`src/core/sswcd_pkg.sv`:
```
// constants and types of the slave write command decoder
package sswcd_pkg;

  // ----------------------------------------------------------------
  // frame layout, in bit positions counted from the start condition
  // ----------------------------------------------------------------
  localparam int unsigned BYTE_W = 8;
  localparam int unsigned POS_W = 6;
  localparam logic [5:0] BIT_START = 6'h01;
  localparam logic [5:0] BIT_RW = 6'h09;
  localparam logic [5:0] BIT_ACK_ADDR = 6'h0A;
  localparam logic [5:0] BIT_CMD_LAST = 6'h12;
  localparam logic [5:0] BIT_ACK_CMD = 6'h13;
  localparam logic [5:0] BIT_DATA_LAST = 6'h1B;
  localparam logic [5:0] BIT_ACK_DATA = 6'h1C;

  // ----------------------------------------------------------------
  // write register indices
  // ----------------------------------------------------------------
  localparam logic [7:0] REG_SLAVE_COMMAND = 8'h00;
  localparam logic [7:0] REG_DATA_MESSAGE_0 = 8'h04;
  localparam logic [7:0] REG_DATA_MESSAGE_1 = 8'h05;

  // ----------------------------------------------------------------
  // command register values
  // ----------------------------------------------------------------
  localparam logic [7:0] CMD_WAKE_OR_SMI = 8'h01;
  localparam logic [7:0] CMD_POWERDOWN = 8'h02;
  localparam logic [7:0] CMD_RESET_NO_CYCLE = 8'h03;
  localparam logic [7:0] CMD_RESET_WITH_CYCLE = 8'h04;
  localparam logic [7:0] CMD_DISABLE_MESSAGES = 8'h05;
  localparam logic [7:0] CMD_WATCHDOG_RELOAD = 8'h06;
  localparam logic [7:0] CMD_LINK_SLAVE_SMI = 8'h08;

  // ----------------------------------------------------------------
  // reset control register images
  // ----------------------------------------------------------------
  // bits 2:1 set, bit 3 clear
  localparam logic [7:0] RSTC_NO_CYCLE = 8'h06;
  // bits 3:1 set
  localparam logic [7:0] RSTC_WITH_CYCLE = 8'h0E;
  localparam logic [7:0] RSTC_IDLE = 8'h00;
  localparam logic [7:0] BYTE_RESET = 8'h00;

  // ----------------------------------------------------------------
  // carriers
  // ----------------------------------------------------------------
  typedef struct packed {
    logic inS0;
    logic sleepEnginePowered;
    logic sleepEnginePowerGated;
    logic sleepEngineOff;
    logic gracefulSleepEntry;
  } sswcd_sys_state_t;

  typedef struct packed {
    logic smbusWakeStatus;
    logic powerButtonOverrideStatus;
    logic linkSlaveSmiStatus;
  } sswcd_status_t;

  typedef struct packed {
    logic wakeSystem;
    logic systemMgmtInterrupt;
    logic powerdown;
    logic watchdogReload;
    logic resetCtrlWrite;
  } sswcd_action_t;

  typedef enum logic [2:0] {
    ST_IDLE,
    ST_ADDR,
    ST_CMD,
    ST_DATA,
    ST_WAIT_STOP
  } sswcd_state_t;

endpackage

```
`src/core/sswcd_sync.sv`:
```
// two-flop synchroniser for asynchronous pin inputs
`timescale 1ns/1ps
`default_nettype none
module sswcd_sync #(
  parameter int unsigned WIDTH = 2,
  parameter int unsigned STAGES = 2
) (
  input wire logic clk,
  input wire logic rst_n,
  input wire logic ce,
  input wire logic [WIDTH-1:0] asyncIn,
  output logic [WIDTH-1:0] syncOut
);

  if (STAGES < 2) begin : gBadStages
    $error("sswcd_sync needs at least two stages");
  end

  for (genvar b = 0; b < WIDTH; b++) begin : gBit
    logic [STAGES-1:0] chain_ff;
    always_ff @(posedge clk or negedge rst_n) begin
      if (!rst_n) begin
        chain_ff <= '1;
      end else if (ce) begin
        chain_ff <= {chain_ff[STAGES-2:0], asyncIn[b]};
      end
    end
    assign syncOut[b] = chain_ff[STAGES-1];
  end

endmodule
`default_nettype wire

```
`src/core/sswcd_top.sv`:
```
// slave byte write receiver and command decoder
//
// Overview of operation
// command byte, bits 11 to 18, selects register
// bits 20 to 27 carry the written value
// index 0 command, 4 and 5 message bytes
// new message byte always replaces old one
// master waits for processor read before rewriting
// write and read race left unprotected
// command 1 wakes when asleep, else interrupt
// command 1 always sets wake status bit
// command 2 sets override status, powers down
// command 3 writes reset image without cycling
// command 3 dropped unless in S0
// command 4 writes reset image with cycling
// command 4 honoured with engine powered or gated
// engine off: command 4 only after graceful sleep
// command 5 stops heartbeat and event messages
// only resume-well reset re-enables messages
// command 6 reloads the watchdog
// commands 0, 7, reserved indices: no action
// command 8 sets link status only in S0
`timescale 1ns/1ps
`default_nettype none
module sswcd_top
  import sswcd_pkg::*;
#(
  parameter int unsigned DATA_W = BYTE_W,
  parameter int unsigned SYNC_STAGES = 2
) (
  input wire logic clk,
  input wire logic rst_n,
  input wire logic ce,
  input wire logic resumeWellReset_n,
  input wire logic smbClkIn,
  input wire logic smbDataIn,
  output logic smbDataOut,
  output logic smbDataOe,
  input wire sswcd_sys_state_t sysState,
  input wire sswcd_status_t statusClear,
  output sswcd_status_t status,
  output sswcd_action_t action,
  output logic [7:0] resetCtrlData,
  output logic [7:0] slaveCommand,
  output logic [7:0] dataMessage0,
  output logic [7:0] dataMessage1,
  output logic heartbeatDisabled
);

  if (DATA_W != BYTE_W) begin : gBadWidth
    $error("sswcd_top only serves eight-bit bytes");
  end

  // ----------------------------------------------------------------
  // pin sampling and edge detection
  // ----------------------------------------------------------------
  logic [1:0] pinSync;
  logic sclSync;
  logic sdaSync;
  logic sclPrev_ff;
  logic sdaPrev_ff;
  logic sclRise;
  logic sclFall;
  logic startSeen;
  logic stopSeen;

  sswcd_sync #(
    .WIDTH(2),
    .STAGES(SYNC_STAGES)
  ) u_sync (
    .clk(clk),
    .rst_n(rst_n),
    .ce(ce),
    .asyncIn({smbClkIn, smbDataIn}),
    .syncOut(pinSync)
  );

  assign sclSync = pinSync[1];
  assign sdaSync = pinSync[0];

  always_ff @(posedge clk or negedge rst_n) begin
    if (!rst_n) begin
      sclPrev_ff <= 1'b1;
      sdaPrev_ff <= 1'b1;
    end else if (ce) begin
      sclPrev_ff <= sclSync;
      sdaPrev_ff <= sdaSync;
    end
  end

  assign sclRise = sclSync & ~sclPrev_ff;
  assign sclFall = ~sclSync & sclPrev_ff;
  // data moving while the clock stays high frames a transfer
  assign startSeen = sclSync & sclPrev_ff & sdaPrev_ff & ~sdaSync;
  assign stopSeen = sclSync & sclPrev_ff & ~sdaPrev_ff & sdaSync;

  // ----------------------------------------------------------------
  // frame tracking
  // ----------------------------------------------------------------
  sswcd_state_t state_ff;
  logic [POS_W-1:0] bitPos_ff;
  logic [POS_W-1:0] nxt_bitPos;
  logic [7:0] shift_ff;
  logic [7:0] nxt_shift;
  logic [7:0] regIndex_ff;
  logic [7:0] dataByte_ff;
  logic writeStrobe_ff;
  logic byteTaken_ff;

  assign nxt_bitPos = bitPos_ff + POS_W'(1);
  assign nxt_shift = {shift_ff[6:0], sdaSync};

  always_ff @(posedge clk or negedge rst_n) begin
    if (!rst_n) begin
      bitPos_ff <= '0;
    end else if (ce) begin
      if (startSeen) begin
        bitPos_ff <= BIT_START;
      end else if (sclRise && state_ff != ST_IDLE && bitPos_ff != '1) begin
        bitPos_ff <= nxt_bitPos;
      end
    end
  end

  always_ff @(posedge clk or negedge rst_n) begin
    if (!rst_n) begin
      shift_ff <= BYTE_RESET;
    end else if (ce) begin
      if (sclRise) begin
        shift_ff <= nxt_shift;
      end
    end
  end

  always_ff @(posedge clk or negedge rst_n) begin
    if (!rst_n) begin
      state_ff <= ST_IDLE;
    end else if (ce) begin
      if (startSeen) begin
        state_ff <= ST_ADDR;
      end else if (stopSeen) begin
        state_ff <= ST_IDLE;
      end else if (sclRise) begin
        unique case (state_ff)
          ST_IDLE: begin
            state_ff <= ST_IDLE;
          end
          ST_ADDR: begin
            if (nxt_bitPos == BIT_RW) begin
              // read cycles are not served here
              state_ff <= sdaSync ? ST_WAIT_STOP : ST_CMD;
            end
          end
          ST_CMD: begin
            if (nxt_bitPos == BIT_CMD_LAST) begin
              state_ff <= ST_DATA;
            end
          end
          ST_DATA: begin
            if (nxt_bitPos == BIT_DATA_LAST) begin
              state_ff <= ST_WAIT_STOP;
            end
          end
          ST_WAIT_STOP: begin
            state_ff <= ST_WAIT_STOP;
          end
        endcase
      end
    end
  end

  // command byte selects the target register
  always_ff @(posedge clk or negedge rst_n) begin
    if (!rst_n) begin
      regIndex_ff <= BYTE_RESET;
    end else if (ce) begin
      if (sclRise && state_ff == ST_CMD && nxt_bitPos == BIT_CMD_LAST) begin
        regIndex_ff <= nxt_shift;
      end
    end
  end

  // data byte, committed with a one-cycle strobe
  always_ff @(posedge clk or negedge rst_n) begin
    if (!rst_n) begin
      dataByte_ff <= BYTE_RESET;
      writeStrobe_ff <= 1'b0;
    end else if (ce) begin
      writeStrobe_ff <= 1'b0;
      if (sclRise && state_ff == ST_DATA && nxt_bitPos == BIT_DATA_LAST) begin
        dataByte_ff <= nxt_shift;
        writeStrobe_ff <= 1'b1;
      end
    end
  end

  // remembers that the data byte of this frame was taken
  always_ff @(posedge clk or negedge rst_n) begin
    if (!rst_n) begin
      byteTaken_ff <= 1'b0;
    end else if (ce) begin
      if (startSeen || stopSeen) begin
        byteTaken_ff <= 1'b0;
      end else if (writeStrobe_ff) begin
        byteTaken_ff <= 1'b1;
      end
    end
  end

  // ----------------------------------------------------------------
  // acknowledge drive
  // ----------------------------------------------------------------
  logic ackDue;
  logic ackOe_ff;
  logic dataOut_ff;

  // every write byte is acknowledged, reserved targets included
  assign ackDue = (state_ff == ST_CMD && bitPos_ff == BIT_RW) ||
                  (state_ff == ST_DATA && bitPos_ff == BIT_CMD_LAST) ||
                  (state_ff == ST_WAIT_STOP && bitPos_ff == BIT_DATA_LAST &&
                   (byteTaken_ff || writeStrobe_ff));

  always_ff @(posedge clk or negedge rst_n) begin
    if (!rst_n) begin
      ackOe_ff <= 1'b0;
      dataOut_ff <= 1'b0;
    end else if (ce) begin
      dataOut_ff <= 1'b0;
      if (startSeen || stopSeen) begin
        ackOe_ff <= 1'b0;
      end else if (sclFall) begin
        // held from the low phase before the ack bit to the one after
        ackOe_ff <= ackDue;
      end
    end
  end

  // ----------------------------------------------------------------
  // write register targets
  // ----------------------------------------------------------------
  logic cmdWrite;
  logic [7:0] slaveCommand_ff;
  logic [7:0] dataMessage0_ff;
  logic [7:0] dataMessage1_ff;

  assign cmdWrite = writeStrobe_ff && regIndex_ff == REG_SLAVE_COMMAND;

  always_ff @(posedge clk or negedge rst_n) begin
    if (!rst_n) begin
      slaveCommand_ff <= BYTE_RESET;
    end else if (ce) begin
      if (cmdWrite) begin
        slaveCommand_ff <= dataByte_ff;
      end
    end
  end

  // no guard against a processor read in the same cycle
  always_ff @(posedge clk or negedge rst_n) begin
    if (!rst_n) begin
      dataMessage0_ff <= BYTE_RESET;
      dataMessage1_ff <= BYTE_RESET;
    end else if (ce) begin
      if (writeStrobe_ff && regIndex_ff == REG_DATA_MESSAGE_0) begin
        dataMessage0_ff <= dataByte_ff;
      end
      if (writeStrobe_ff && regIndex_ff == REG_DATA_MESSAGE_1) begin
        dataMessage1_ff <= dataByte_ff;
      end
    end
  end

  // ----------------------------------------------------------------
  // command decode
  // ----------------------------------------------------------------
  logic cmdWake;
  logic cmdPowerdown;
  logic cmdResetNoCycle;
  logic cmdResetWithCycle;
  logic cmdDisable;
  logic cmdReload;
  logic cmdLinkSmi;
  logic cycleResetAllowed;

  assign cmdWake = cmdWrite && dataByte_ff == CMD_WAKE_OR_SMI;
  assign cmdPowerdown = cmdWrite && dataByte_ff == CMD_POWERDOWN;
  assign cmdResetNoCycle = cmdWrite && dataByte_ff == CMD_RESET_NO_CYCLE;
  assign cmdResetWithCycle = cmdWrite && dataByte_ff == CMD_RESET_WITH_CYCLE;
  assign cmdDisable = cmdWrite && dataByte_ff == CMD_DISABLE_MESSAGES;
  assign cmdReload = cmdWrite && dataByte_ff == CMD_WATCHDOG_RELOAD;
  assign cmdLinkSmi = cmdWrite && dataByte_ff == CMD_LINK_SLAVE_SMI;

  assign cycleResetAllowed = sysState.inS0 ||
                             sysState.sleepEnginePowered ||
                             sysState.sleepEnginePowerGated ||
                             (sysState.sleepEngineOff && sysState.gracefulSleepEntry);

  // ----------------------------------------------------------------
  // system action pulses
  // ----------------------------------------------------------------
  sswcd_action_t action_ff;
  logic [7:0] resetCtrlData_ff;

  always_ff @(posedge clk or negedge rst_n) begin
    if (!rst_n) begin
      action_ff <= '0;
    end else if (ce) begin
      action_ff.wakeSystem <= cmdWake && !sysState.inS0;
      action_ff.systemMgmtInterrupt <= cmdWake && sysState.inS0;
      action_ff.powerdown <= cmdPowerdown;
      action_ff.watchdogReload <= cmdReload;
      action_ff.resetCtrlWrite <= (cmdResetNoCycle && sysState.inS0) ||
                                  (cmdResetWithCycle && cycleResetAllowed);
    end
  end

  always_ff @(posedge clk or negedge rst_n) begin
    if (!rst_n) begin
      resetCtrlData_ff <= RSTC_IDLE;
    end else if (ce) begin
      if (cmdResetNoCycle && sysState.inS0) begin
        resetCtrlData_ff <= RSTC_NO_CYCLE;
      end else if (cmdResetWithCycle && cycleResetAllowed) begin
        resetCtrlData_ff <= RSTC_WITH_CYCLE;
      end
    end
  end

  // ----------------------------------------------------------------
  // sticky status bits, a set beats a clear in the same cycle
  // ----------------------------------------------------------------
  sswcd_status_t status_ff;

  always_ff @(posedge clk or negedge rst_n) begin
    if (!rst_n) begin
      status_ff.smbusWakeStatus <= 1'b0;
    end else if (ce) begin
      if (cmdWake) begin
        status_ff.smbusWakeStatus <= 1'b1;
      end else if (statusClear.smbusWakeStatus) begin
        status_ff.smbusWakeStatus <= 1'b0;
      end
    end
  end

  always_ff @(posedge clk or negedge rst_n) begin
    if (!rst_n) begin
      status_ff.powerButtonOverrideStatus <= 1'b0;
    end else if (ce) begin
      if (cmdPowerdown) begin
        status_ff.powerButtonOverrideStatus <= 1'b1;
      end else if (statusClear.powerButtonOverrideStatus) begin
        status_ff.powerButtonOverrideStatus <= 1'b0;
      end
    end
  end

  always_ff @(posedge clk or negedge rst_n) begin
    if (!rst_n) begin
      status_ff.linkSlaveSmiStatus <= 1'b0;
    end else if (ce) begin
      if (cmdLinkSmi && sysState.inS0) begin
        status_ff.linkSlaveSmiStatus <= 1'b1;
      end else if (statusClear.linkSlaveSmiStatus) begin
        status_ff.linkSlaveSmiStatus <= 1'b0;
      end
    end
  end

  // ----------------------------------------------------------------
  // message disable, cleared by the resume-well reset alone
  // ----------------------------------------------------------------
  logic heartbeatDisabled_ff;

  always_ff @(posedge clk or negedge resumeWellReset_n) begin
    if (!resumeWellReset_n) begin
      heartbeatDisabled_ff <= 1'b0;
    end else if (ce) begin
      if (cmdDisable) begin
        heartbeatDisabled_ff <= 1'b1;
      end
    end
  end

  // ----------------------------------------------------------------
  // outputs
  // ----------------------------------------------------------------
  assign smbDataOut = dataOut_ff;
  assign smbDataOe = ackOe_ff;
  assign status = status_ff;
  assign action = action_ff;
  assign resetCtrlData = resetCtrlData_ff;
  assign slaveCommand = slaveCommand_ff;
  assign dataMessage0 = dataMessage0_ff;
  assign dataMessage1 = dataMessage1_ff;
  assign heartbeatDisabled = heartbeatDisabled_ff;

endmodule
`default_nettype wire

```
`config.mk`:
```
export PLATFORM = sky130hd
export DESIGN_NAME = sswcd_top
export DESIGN_NICKNAME = d
export VERILOG_FILES = /design/src/core/sswcd_pkg.sv /design/src/core/sswcd_sync.sv /design/src/core/sswcd_top.sv
export SDC_FILE = /design/constraint.sdc
export NUM_CORES = 1
export LEC_CHECK = 0
export ABC_AREA = 1
export BUFFER_PORTS_ARGS = -buffer_cell sky130_fd_sc_hd__buf_2
export CORE_MARGIN = 2
export CORE_UTILIZATION = 35
export DETAILED_ROUTE_END_ITERATION = 6
export SYNTH_ARGS = -nofsm -noshare
export SYNTH_HDL_FRONTEND = slang
export SYNTH_HIERARCHICAL = 1
export SYNTH_SLANG_ARGS = --single-unit
```
`constraint.sdc`:
```
create_clock -name clk -period 2.7 [get_ports clk]
set_clock_uncertainty 0.2 [all_clocks]
set_input_delay 0.135 -clock clk [delete_from_list [all_inputs] [get_ports clk]]
set_output_delay 0.135 -clock clk [all_outputs]
set_load 0.005 [all_outputs]
```
* Word level (Yosys, flattened, before mapping)
Index checks and enable logic that the tools add are counted.
** Word-level totals
- Register bits after elaboration :: 82
- Input bits :: 14
- Output and inout bits :: 43
- Logic and storage cells :: 144
** Operators by class
- Add/sub/neg operators :: 1
- Equal/unequal tests :: 23
- Multiplexer cells :: 23
- Bitwise operators :: 11
- Reductions and logical operators :: 61
** Operators by type and width (number)
- $eq 8x3->1 const B :: 5
- $reduce_and 2->1 :: 14
- $logic_and 1x1->1 :: 26
- $eq 6x5->1 const B :: 4
- $mux 3 :: 7
- $eq 8x2->1 const B :: 2
- $mux 8 :: 2
- $pmux 3 s5 :: 1
- $reduce_bool 2->1 :: 7
- $eq 6x4->1 const B :: 2
- $mux 6 :: 2
- $ne 4x4->1 const B :: 3
- $mux 1 :: 11
- $eq 8x1->1 const B :: 1
- $eq 8x4->1 const B :: 1
- $logic_not 8->1 :: 1
- $logic_or 1x1->1 :: 8
- $and 1x1->1 :: 7
- $add 6x1->6 const B :: 1
- $eq 3x2->1 const B :: 2
- $ne 6x6->1 const B :: 1
- $reduce_bool 3->1 :: 2
- $reduce_and 5->1 :: 1
- $not 1->1 :: 4
- other kinds (4) :: 4

* Logic depth before layout (Yosys ltp)
Gate-level depths: netlist (run 1).
- Depth in word-level cells :: 7
- Gate-level depth with buffers :: 14
- Depth with buffers taken out :: 14

* Hierarchy
Netlist (run 1), hierarchy kept.
** Modules (own cells, without submodules)
- sswcd_top :: times used 1, cells an instance 407, area each 3503.4 um^2, seq. area each 1804.2 um^2
- sswcd_sync :: times used 1, cells an instance 19, area each 168.9 um^2, seq. area each 105.1 um^2

* Least setup slack after synthesis (run 1)
Ideal clock, no wire load.
- Path type :: flip-flop to flip-flop
- From :: reg bitPos_ff[1]
- To :: reg dataByte_ff[7]
- Library setup time :: 0.119 ns
- Arrival time :: 1.595 ns
- Data required time :: 2.381 ns
- Setup slack :: 0.786 ns
- Stages on the path, launching flop included :: 11
- Path buffers :: 1
- Clock period less this slack :: 1.914 ns
- Cell sequence :: dfrtp_1 > ha_1 > nor2_1 > inv_1 > nand2_2 > nand3_1 > nor2_1 > nand4_4 > buf_6 > nand2_1 > o21ai_2
** Between the ends
- Word-level cells in the longest chain between the ends :: 4
** RTL lines
- start: declaration :: line sswcd_top.sv:101 : logic [POS_W-1:0] bitPos_ff;
- start signal: assignment :: line sswcd_top.sv:120 : bitPos_ff <= nxt_bitPos;
- $add 6x1->6 :: line sswcd_top.sv:110 : assign nxt_bitPos = bitPos_ff + POS_W'(1);
- $eq 6x5->1 :: line sswcd_top.sv:190 : if (sclRise && state_ff == ST_DATA && nxt_bitPos == BIT_DATA_LAST) begin
- $logic_and 1x1->1 :: line sswcd_top.sv:190
- $reduce_and 2->1 (no source line)
- end signal: assignment :: line sswcd_top.sv:191 : dataByte_ff <= nxt_shift;
- end: declaration :: line sswcd_top.sv:106 : logic [7:0] dataByte_ff;
No other way between the ends.
A chain may end at the register's enable or synchronous reset.

* Final worst setup path (run 1)
- From :: reg regIndex_ff[0]
- To :: reg status_ff, in the netlist status[0]
** Between the ends
- Word-level cells in the longest chain between the ends :: 6
- Elaborated cells on any way between the ends :: 7
- Classes of those cells :: mux (1); reduce/logical (6)
** RTL lines
- start: declaration :: line sswcd_top.sv:105 : logic [7:0] regIndex_ff;
- start signal: assignment :: line sswcd_top.sv:178 : regIndex_ff <= nxt_shift;
- $logic_not 8->1 (*) :: line sswcd_top.sv:246 : assign cmdWrite = writeStrobe_ff && regIndex_ff == REG_SLAVE_COMMAND;
- $logic_and 1x1->1 (*) :: line sswcd_top.sv:246
- $logic_and 1x1->1 (*) :: line sswcd_top.sv:291 : assign cmdLinkSmi = cmdWrite && dataByte_ff == CMD_LINK_SLAVE_SMI;
- $logic_and 1x1->1 (*) :: line sswcd_top.sv:362 : if (cmdLinkSmi && sysState.inS0) begin
- $reduce_bool 2->1 (no source line)
- $reduce_and 2->1 (no source line)
- end: declaration :: line sswcd_top.sv:332 : sswcd_status_t status_ff;
Every way passes the cells marked *; elsewhere a longest branch is shown, timed or not.

==> summary.md, run 1 <==
| Metric | Value |
|---|---|
| Power Dens Cells | 581 nW/um^2 |
| Gpl congestion | between 0.8 and 0.9 |
| Min cycle time layout | ~2.2 ns |
| Setup slack, reg-to-reg | just over 0.5 ns |
| WHS | between 0.1 and 0.15 ns |
| Vias per cell | 4.60 |
| CTS max path bufs | 2 |
| TritonCTS clock tree | done |
| Core area | 10300 sq um |
| YS warnings | 6 |
| Chip height | 106 microns |
| Clk pwr share | between 30% and 40% |
| Tcrit/Tclk final | 81.4% |
| R2R depth | 6 |
| Internal | 1.72 mW |
| Clk Latency, worst-skew pair | 0.35 ns |
| ANT cells | 0 |
| Drt initial violations | 233 |
| I/O Buffers | 50 |
| CP max-delay cell | dlygate4sd3_1 |
| Critical path endpoint category | flop |
| HP Class | primary input to flop |
| Ranking of synthesized cells by area | dfrtp_1 (48%), nand2_1 (13%), inv_1 (5.5%), o21ai_0 (5.5%), dfstp_2 (4.3%) |
| CP startpoint | regIndex_ff[0] |
| Setup_tns | 0 ns |
| Syn Std Cell Area | 3670 sq um |
| DP Wirelength | 5.48 mm |
| Final-report setup violation count | 0 |
| Sequential share of power | 51.7% |
| Achievable clock frequency | 455 MHz |
| Maxcap violations | 0 |
| Leakage | 2.19 nW |
| Hold Startpoint | sysState[2] |
| Area Growth Syn to Fin | 18.7% |
| First-pass DRT Iterations | 7 |
| Max-slew headroom | 35.4% |
| Worst setup margin | 0.503 ns |
| Die footprint | 11300 sq um |
| Row Count | 37 |
| H-tree levels | 3 |
| Status | finished clean |
| Worst-path clk slew | roughly 0.090 ns |
| Net Sw Frac | 32.0% |
| Psw | 0.811 mW |
| Fin. max-slew vios | 0 |
| # DRC | 0 |
| # IOs | 57 |
| Vias | 2921 |
| Gr usage total | ~14% |
| Global-route wire length before repair | 12.8 mm |
| WHS Endpoint | action[0] |
| Tightest Pin Transition | 0.969 ns |
| Worst VDD drop | 0.000206 V |
| Most common cell after layout, fill and taps aside | nand2_1 |
| Total power | 2.53 mW |
| Fin util | 42.4% |
| Highest-count cells in the layout ignoring fill and taps | nand2_1 (128), dfrtp_1 (70), inv_1 (54) |
| Worst EP required | 2.79 ns |
| Die width | 106 microns |
| Comb power frac | 15.7% |
| WP buf/inv | 1 |
| CP max stage delay | approximately 0.55 ns |
| WL final | about 7.7 mm |
| Largest net degree at the start of global routing | 76 |
| Worst r2r src | regIndex_ff[0] |
| Initial cell density of the core | between 30% and 40% |
| Setup CP Type | flop to flop |
| Fraction of final layout cells sized beyond drive strength 1 | around 22% |
| Reg2reg end | status[0] |
| WL/cell | 12.1 microns |
| Nets | 513 |
| Post-CTS Resized | 0 |
| Clock sink count | 76 |
| CTS root buffer | clkbuf_8 |
| Sequential area share after synthesis | 52.0% |
| Hold path depth | 5 |
| Synth cell types | 36 |
| Crit-path cells | nor2_1, nand4_1, nor3_1, nand2_1, o21ai_0, dlygate4sd3_1 |
| CP delay by family, top | simple AND/OR/NAND/NOR gates |
| Async set or reset register ratio after synthesis | 100% |
| Top FF cell, synth | dfrtp_1 |
| CP arrival | 2.28 ns |
| RSZ-0062 raised after global routing | false |
| Num CTS Buffers | 9 |
| Max FO, Critical Path | 4 |
| Startpoint class of the critical path | flop |
| EDFF count, synth | 0 |
| Number of global-route vias before repair | about 2600 |
| Initial antenna violation count | 0 |
| Pre-CTS setup slack | 0.574 ns |
| Mean Syn Cell Area | 8.62 sq um |
| Hold Fails Final Rpt | 0 |
| #FFs+latches synth | 76 |
| Total gr overflow | 0 |
| Share of the synthesized area in the top cell type | a little under half |
| Mapped Cells | 426 |
| Routed Antenna Nets | 0 |
| Area leader, netlist | dfrtp_1 |
-- routing by layer --
metal  part of all wire (%)  track usage, %  vias up  wire, microns
met3                    4.8            3.00        4            367
met5                      0               0        -              0
met4                   0.74            4.73        0             57
met2                     44            21.5       78           3390
met1                     50            20.1     1346           3870
li1                       -               -     1493              -
-- area by class of cell --
type	count	area, sq um
Clock inverter	7	65.1
Multi-Input combinational cell	280	1440
Tap cell	136	170
Fill cell	1043	5920
Clock buffer	9	124
Sequential cell	76	1910
Inverter	57	214
Timing Repair Buffer	70	440
-- per-stage QoR --
| step | cells | instance area (sq um) |
|---|---|---|
| floorplan | 431 | 3690 |
| finish | 635 | 4360 |
| CTS | 635 | 4360 |
| global route | 635 | 4360 |
| global placement | 604 | 4020 |
| detailed placement | 604 | 4020 |
-- worst max-delay path by stage --
stage / cells past startpoint / to / slack [ns]
floorplan: 10 / dataByte_ff[7] / 0.79
global placement: 9 / regIndex_ff[1] / 0.63
detailed placement: 8 / dataByte_ff[7] / 0.57
CTS: 6 / status[0] / 0.48
global route: 6 / status[0] / 0.29
finish: 6 / status[0] / 0.50
-- power by group through the flow --
stage	clock, mW	combinational (mW)	sequential (mW)
after floorplan	0	0.292	1.31
after global placement	0	0.387	1.33
after detailed placement	0	0.388	1.33
after CTS	0.865	0.405	1.31
after global routing	0.926	0.463	1.32
final	0.827	0.398	1.31
-- kinds of logic after synthesis --
family                     Yosys count  synth area share (%)
DFF                                 76                  52.0
other                                1                 0.102
and+or+nand+nor                    192                  24.3
adders and majority gates            5                  1.70
buffers and inverters               75                  9.40
AOI/OAI and AO/OA                   77                  12.5
-- state kept, by name (all words and copies together) (netlist names), 2 cells and up --
register              flops
status                    3
action                    5
state_ff                  3
dataByte_ff               8
dataMessage1              8
bitPos_ff                 6
regIndex_ff               8
u_sync/gBit.chain_ff      4
resetCtrlData             2
dataMessage0              8
shift_ff                  7
slaveCommand              8
-- tightest hold or removal path, stage by stage --
cell	delay [ns]
buf_2	0.07
nor3_1	0.03
a21oi_1	0.15
o21ai_0	0.16
nand2_1	0.09
-- synth_stat cells (2+ instances only) --
cell and n:
a21oi_1 3, buf_2 3, buf_4 10, buf_6 3, clkbuf_1 2, dfrtp_1 70, dfstp_2 6, ha_1 5
inv_1 54, inv_2 3, nand2_1 128, nand2_2 5, nand3_1 18, nand4_1 7, nand4_4 2, nor2_1 13
nor2_2 3, nor3_1 6, nor4_1 4, o21a_1 2, o21ai_0 40, o21ai_1 13, o21ai_2 13
-- timing repair --
item / CTS / global route
hold endpoints to repair: 80 / 0
buffers inserted: 0 / 0
hold buffers: 15 / 0
No activity file was read; power rests on OpenSTA's default activity.
==> inputs of run 2 (changes only) <==
ABC_AREA = 0   (was 1)
clock period = 1.8 ns   (was 2.7 ns; I/O delays follow)
==> summary.md, run 2 <==
| Metric | Value |
|---|---|
| Internal | 3.65 mW (was 1.72 mW) |
| Total gr overflow | 0 (unchanged) |
| First-pass DRT Iterations | 4 (was 7) |
| Vias | 2883 (was 2921) |
| Global-route wire length before repair | 14.3 mm (was 12.8 mm) |
| H-tree levels | 3 (unchanged) |
| Worst EP required | 1.84 ns (was 2.79 ns) |
| Sequential share of power | 39.7% (was 51.7%) |
| Mean Syn Cell Area | 11.5 sq um (was 8.62 sq um) |
| Setup CP Type | flop to flop (unchanged) |
| Ranking of synthesized cells by area | dfrtp_1 (49%), mux2_2 (14%), dfstp_2 (4.4%), nand2_1 (4.1%), buf_4 (2.5%) (was dfrtp_1 (48%), nand2_1 (13%), inv_1 (5.5%), o21ai_0 (5.5%), dfstp_2 (4.3%)) |
| FF/Latch Area | 1910 sq um (about the same) |
| Fin. max-slew vios | 0 (unchanged) |
| # IOs | 57 (unchanged) |
| # DRC | 0 (unchanged) |
| Comb power frac | 29.2% (was 15.7%) |
| Max-slew headroom | 64.7% (was 35.4%) |
| Most frequent cell after synthesis | dfrtp_1 (was nand2_1) |
| Row Count | 36 (was 37) |
| Sequential area share after synthesis | 53.4% (was 52.0%) |
| WHS | 0.0635 ns (was 0.128 ns) |
| Worst VDD drop | 0.000562 V (was 0.000206 V) |
| HP Class | primary input to flop (unchanged) |
| EDFF count, synth | 0 (unchanged) |
| WL/cell | 14.7 microns (was 12.1 microns) |
| Highest-count cells in the layout ignoring fill and taps | buf_4 (73), dfrtp_1 (68), buf_2 (50) (was nand2_1 (128), dfrtp_1 (70), inv_1 (54)) |
| Power Dens Cells | 999 nW/um^2 (was 581 nW/um^2) |
| Final-report setup violation count | 50 (was 0) |
| Hold path depth | 5 (unchanged) |
| Drt initial violations | 165 (was 233) |
| Min cycle time layout | 2.28 ns (was 2.20 ns) |
| Pre-CTS setup slack | -0.411 ns (was 0.574 ns) |
| RSZ-0062 raised after global routing | true (was false) |
| R2R depth | 8 (was 6) |
| CP arrival | 2.32 ns (was 2.28 ns) |
| Nets | 474 (was 513) |
| CP max stage delay | 0.41 ns (was 0.55 ns) |
| Fraction of final layout cells sized beyond drive strength 1 | 53.9% (was 22.2%) |
| Share of the synthesized area in the top cell type | 49.0% (was 47.7%) |
| Fill cell count | 877 (was 1043) |
| Tightest Pin Transition | 0.516 ns (was 0.969 ns) |
| Gpl congestion | 0.837 (was 0.848) |
| Die footprint | 11000 sq um (was 11300 sq um) |
| CTS max path bufs | 2 (unchanged) |
| Critical path endpoint category | flop (unchanged) |
| Core area | 9860 sq um (was 10300 sq um) |
| Clk pwr share | 31.0% (was 32.6%) |
| Startpoint class of the critical path | flop (unchanged) |
| Number of global-route vias before repair | 2886 (was 2608) |
| Num CTS Buffers | 9 (unchanged) |
| Clock sink count | 76 (unchanged) |
| WHS Endpoint | status[2] (was action[0]) |
| WL final | 8.72 mm (was 7.68 mm) |
| Worst-path clk slew | 0.08 ns (was 0.09 ns) |
| Reg2reg end | regIndex_ff[7] (was status[0]) |
| Async set or reset register ratio after synthesis | 100% (unchanged) |
| CP max-delay cell | dfrtp_2 (was dlygate4sd3_1) |
| #FFs+latches synth | 76 (unchanged) |
| Maxcap violations | 0 (unchanged) |
| Violated checks | setup timing |
| Area of the multi-input gates | 1830 sq um (was 1440 sq um) |
| DP Wirelength | 5.93 mm (was 5.48 mm) |
| CTS root buffer | clkbuf_8 (unchanged) |
| Worst r2r src | bitPos_ff[1] (was regIndex_ff[0]) |
| Die width | 105 microns (was 106 microns) |
| I/O Buffers | 50 (unchanged) |
| Area leader, netlist | dfrtp_1 (unchanged) |
| Area Growth Syn to Fin | 47.0% (was 18.7%) |
| Syn Std Cell Area | 3580 sq um (was 3670 sq um) |
| CP delay by family, top | simple AND/OR/NAND/NOR gates (unchanged) |
| TritonCTS clock tree | done (unchanged) |
| Clk Latency, worst-skew pair | 0.35 ns (about the same) |
| Gr usage total | 16.1% (was 14.2%) |
| Leakage | 2.63 nW (was 2.19 nW) |
| Fin util | 53.3% (was 42.4%) |
| Initial cell density of the core | 36.3% (was 35.7%) |
| Largest net degree at the start of global routing | 64 (was 76) |
| Tcrit/Tclk final | 127% (was 81.4%) |
| Achievable clock frequency | 439 MHz (was 455 MHz) |
| Worst setup margin | -0.477 ns (was 0.503 ns) |
| Top cells by count, synth | dfrtp_1 (70), mux2_2 (46), nand2_1 (39) (was nand2_1 (128), dfrtp_1 (70), inv_1 (54)) |
| Mapped Cells | 310 (was 426) |
| Setup slack, reg-to-reg | -0.48 ns (was 0.50 ns) |
| Chip height | 105 microns (was 106 microns) |
| Crit-path cells | ha_4, nand4b_1, a21oi_2, or3_4, nand3_4, nor3_4, buf_12, mux2_4 (was nor2_1, nand4_1, nor3_1, nand2_1, o21ai_0, dlygate4sd3_1) |
| Max FO, Critical Path | 8 (was 4) |
| Hold Startpoint | ce (was sysState[2]) |
| WP buf/inv | 1 (unchanged) |
| YS warnings | 6 (unchanged) |
| Status | finished with violations (was finished clean) |
| Vias per cell | 4.86 (was 4.60) |
| Psw | 1.60 mW (was 0.811 mW) |
| Top FF cell, synth | dfrtp_1 (unchanged) |
| Routed Antenna Nets | 0 (unchanged) |
| Hold Fails Final Rpt | 0 (unchanged) |
| Net Sw Frac | 30.5% (was 32.0%) |
| Most common cell after layout, fill and taps aside | buf_4 (was nand2_1) |
| ANT cells | 0 (unchanged) |
| Initial antenna violation count | 0 (unchanged) |
| Synth cell types | 54 (was 36) |
-- run 2: cell types whose count changed in the layout (fill, tap and decap cells not counted), sizes merged, moves of 6 or more --
cell | before | now
nand3 | 20 | 8
o21ai | 66 | 16
nand2 | 133 | 39
nand2b | 0 | 6
buf | 55 | 135
inv | 62 | 9
mux2 | 0 | 46
-- run 2: final cells by class --
class	instances	area share (%)
sequential	76	36.3
clock inverter	5	2.02
timing repair buffer	146	20.3
multi-input combinational	214	34.8
clock buffer	11	2.69
tap	133	3.16
inverter	8	0.618
-- run 2: power groups by stage --
stage	Clock [mW]	Combinational, mW	Sequential, mW
finish	1.63	1.54	2.09
global route	1.74	1.67	2.11
CTS	1.66	1.28	2.08
detailed placement	0	1.10	2.11
global placement	0	1.08	2.10
floorplan	0	0.624	2.06
-- run 2: cells by family after synthesis --
kind of cell	share of synthesized area (%)
XOR/XNOR	0.490
AO/OA/AOI/OAI	9.62
other	0.105
AND/OR/NAND/NOR	15.7
adder cells (fa/ha/maj)	1.75
buffers and inverters	3.92
multiplexers	15.0
flip-flops	53.4
-- run 2: worst max-delay path by stage --
| stage | depth (start not counted) | end | startpoint |
|---|---|---|---|
| 6_report | 8 | regIndex_ff[7] | bitPos_ff[1] |
| 5_1_grt | 8 | regIndex_ff[2] | bitPos_ff[1] |
| 4_1_cts | 9 | regIndex_ff[7] | bitPos_ff[1] |
| 3_5_place_dp | 7 | dataByte_ff[6] | bitPos_ff[0] |
| 3_3_place_gp | 7 | state_ff[2] | bitPos_ff[0] |
| 2_1_floorplan | 8 | regIndex_ff[0] | bitPos_ff[0] |
-- run 2: tightest hold or removal path, cell delays in order --
cell and delay [ns]:
buf_2 0.13, buf_4 0.19, nand2_1 0.06, nand2_1 0.05, nand2_1 0.05
-- run 2: stage by stage --
stage | setup TNS [ns] | cell area [sq um] | cells | total power [mW]
2_1_floorplan | -7.34 | 3670 | 315 | 2.68
3_3_place_gp | -8.17 | 4510 | 550 | 3.18
3_5_place_dp | -9.71 | 4510 | 550 | 3.22
4_1_cts | -7.91 | 5030 | 584 | 5.03
5_1_grt | -15.21 | 5260 | 593 | 5.52
6_report | -9.94 | 5260 | 593 | 5.26
-- run 2: metal layers --
metal	routed length, microns	vias up	track usage, %	part of all wire (%)
li1	-	1388	-	-
met1	4090	1421	21.3	47
met2	4150	64	26.3	48
met3	326	10	3.56	3.7
met4	155	0	5.43	1.8
met5	0	-	0	0
-- run 2: what timing repair did --
item                                    4_1_cts  5_1_grt
setup buffers                                 7       10
resized for setup                            25       39
endpoints found under the setup margin       57       59
hold endpoints to repair                     87        0
hold buffers                                 11        0
pin swaps                                     9       14
==> inputs of run 3 (changes only) <==
==> constraint.sdc (replaced) <==
create_clock -name clk -period 2.4 [get_ports clk]
set_clock_uncertainty 0.2 [all_clocks]
set_input_delay 0 -clock clk [delete_from_list [all_inputs] [get_ports clk]]
set_output_delay 0 -clock clk [all_outputs]
set_load 0.005 [all_outputs]
==> summary.md, run 3 (same netlist as run 2, synthesis figures left out) <==
| Metric | Value |
|---|---|
| DP Wirelength | 5.17 mm (was 5.93 mm) |
| Num CTS Buffers | 9 (unchanged) |
| Achievable clock frequency | 434 MHz (was 439 MHz) |
| WL met3 | 332 microns (was 326 microns) |
| Initial antenna violation count | 0 (unchanged) |
| I/O Buffers | 50 (unchanged) |
| Area Growth Syn to Fin | 24.7% (was 47.0%) |
| Most common cell after layout, fill and taps aside | dfrtp_1 (was buf_4) |
| First-pass DRT Iterations | 4 (unchanged) |
| CP startpoint | bitPos_ff[0] (was bitPos_ff[1]) |
| Total gr overflow | 0 (unchanged) |
| Crit-path cells | ha_4, nand4b_1, a21oi_1, or3_4, a31o_2, a31oi_4, mux2i_1 (was ha_4, nand4b_1, a21oi_2, or3_4, nand3_4, nor3_4, buf_12, mux2_4) |
| Area post-placement | 4050 sq um (was 4510 sq um) |
| Vias | 2625 (was 2883) |
| Fin. max-slew vios | 0 (unchanged) |
| Gr usage total | 14.5% (was 16.1%) |
| WL final | 7.55 mm (was 8.72 mm) |
| Setup slack, reg-to-reg | 0.1 ns (was -0.48 ns) |
| Met2 WL | 3.54 mm (was 4.15 mm) |
| Clk Latency, worst-skew pair | 0.37 ns (was 0.35 ns) |
| CP arrival | 2.38 ns (was 2.32 ns) |
| Worst setup margin | 0.0984 ns (was -0.477 ns) |
| Worst r2r src | bitPos_ff[0] (was bitPos_ff[1]) |
| Met1 Routed Length | 3.54 mm (was 4.09 mm) |
| Highest-count cells in the layout ignoring fill and taps | dfrtp_1 (68), buf_2 (49), mux2_2 (46) (was buf_4 (73), dfrtp_1 (68), buf_2 (50)) |
| TritonCTS clock tree | done (unchanged) |
| Number of global-route vias before repair | 2454 (was 2886) |
| Die footprint | 11000 sq um (unchanged) |
| Max-slew headroom | 36.3% (was 64.7%) |
| Largest net degree at the start of global routing | 76 (was 64) |
| Gpl congestion | 0.845 (was 0.837) |
| Final-report setup violation count | 0 (was 50) |
| Initial cell density of the core | 36.3% (unchanged) |
| WL/cell | 14.3 microns (was 14.7 microns) |
| Core area | 9860 sq um (unchanged) |
| Fraction of final layout cells sized beyond drive strength 1 | 39.2% (was 53.9%) |
| Status | finished clean (was finished with violations) |
| CTS max path bufs | 2 (unchanged) |
| CP max-delay cell | dfrtp_1 (was dfrtp_2) |
| Reg2reg end | state_ff[0] (was regIndex_ff[7]) |
| ANT cells | 0 (unchanged) |
| Setup_tns | 0 ns (was -9.94 ns) |
| Maxcap violations | 0 (unchanged) |
| Power Dens Cells | 756 nW/um^2 (was 999 nW/um^2) |
| Startpoint class of the critical path | flop (unchanged) |
| Tightest Pin Transition | 0.956 ns (was 0.516 ns) |
| Hold Fails Final Rpt | 0 (unchanged) |
| Setup CP Type | flop to flop (unchanged) |
| Worst EP required | 2.48 ns (was 1.84 ns) |
| Die width | 105 microns (unchanged) |
| Top sig layer | met4 (unchanged) |
| HP Class | primary input to asynchronous set/reset pin (was primary input to flop) |
| Clock sink count | 76 (unchanged) |
| # IOs | 57 (unchanged) |
| Critical path endpoint category | flop (unchanged) |
| Max FO, Critical Path | 10 (was 8) |
| Tcrit/Tclk final | 95.9% (was 127%) |
| Worst VDD drop | 0.000242 V (was 0.000562 V) |
| Leakage | 2.22 nW (was 2.63 nW) |
| Pre-CTS setup slack | -0.0180 ns (was -0.411 ns) |
| Drt initial violations | 129 (was 165) |
| Worst-path clk slew | 0.09 ns (was 0.08 ns) |
| # DRC | 0 (unchanged) |
| Global-route wire length before repair | 12.5 mm (was 14.3 mm) |
| Min cycle time layout | 2.30 ns (was 2.28 ns) |
| Row Count | 36 (unchanged) |
| Routed Antenna Nets | 0 (unchanged) |
| Vias per cell | 4.97 (was 4.86) |
| CP max stage delay | 0.43 ns (was 0.41 ns) |
| CTS root buffer | clkbuf_8 (unchanged) |
| Crit path to | state_ff[0] (was regIndex_ff[7]) |
| Nets | 409 (was 474) |
| Fin area | 4460 sq um (was 5260 sq um) |
| Chip height | 105 microns (unchanged) |
| H-tree levels | 3 (unchanged) |
| WHS | 0.0911 ns (was 0.0635 ns) |
| R2R depth | 7 (was 8) |
[run 3: what timing repair did]
action	in CTS	in global routing
cloned	0	0
hold buffers	12	0
setup buffers	1	1
endpoints found under the setup margin	8	22
hold endpoints to repair	84	0
resized for setup	0	9
pin swaps	1	3
[run 3: how the worst min path moves through the flow]
stage,to,startpoint,slack [ns],cells after the start
final,bitPos_ff[0],rst_n,0.09,2
after global routing,slaveCommand[4],rst_n,0.20,2
after CTS,dataMessage0[6],rst_n,0.16,2
after detailed placement,heartbeatDisabled,resumeWellReset_n,-0.42,1
after global placement,heartbeatDisabled,resumeWellReset_n,-0.42,1
after floorplan,action[0],rst_n,-0.50,0
[run 3: critical path: cells and delay by family (launching register included)]
kind,cells,cell delay [ns]
DFF,1,0.43
muxes,1,0.22
AOI/OAI and AO/OA,3,0.58
adders and majority gates,1,0.22
and+or+nand+nor,2,0.55
[run 3: routing by layer]
layer  GRT usage (%)  vias up
met5               0        -
met2            21.9       61
met3            3.43       11
met1            19.7     1291
li1                -     1262
met4            6.29        0
[run 3: power breakdown]
part           total [mW]  internal (mW)  switching, mW  leakage, nW
clock network        1.14          0.624          0.518        0.111
logic               0.646          0.298          0.348         1.08
registers            1.58           1.41          0.177         1.03
[run 3: layout make-up]
cell class,count,area [sq um]
fillers,876,5400
flip-flops and latches,76,1910
multi-input cells,214,1570
repair buffers,81,548
well taps,133,166
clock buffers,10,138
clock inverters,6,95.1
inverters,8,30.0
[run 3: stage by stage]
stage	power (mW)	utilization (%)	instances
3_5_place_dp	2.18	41.0	498
3_3_place_gp	2.16	41.0	498
4_1_cts	3.34	44.8	527
2_1_floorplan	1.97	-	315
5_1_grt	3.56	45.2	528
6_report	3.37	45.2	528
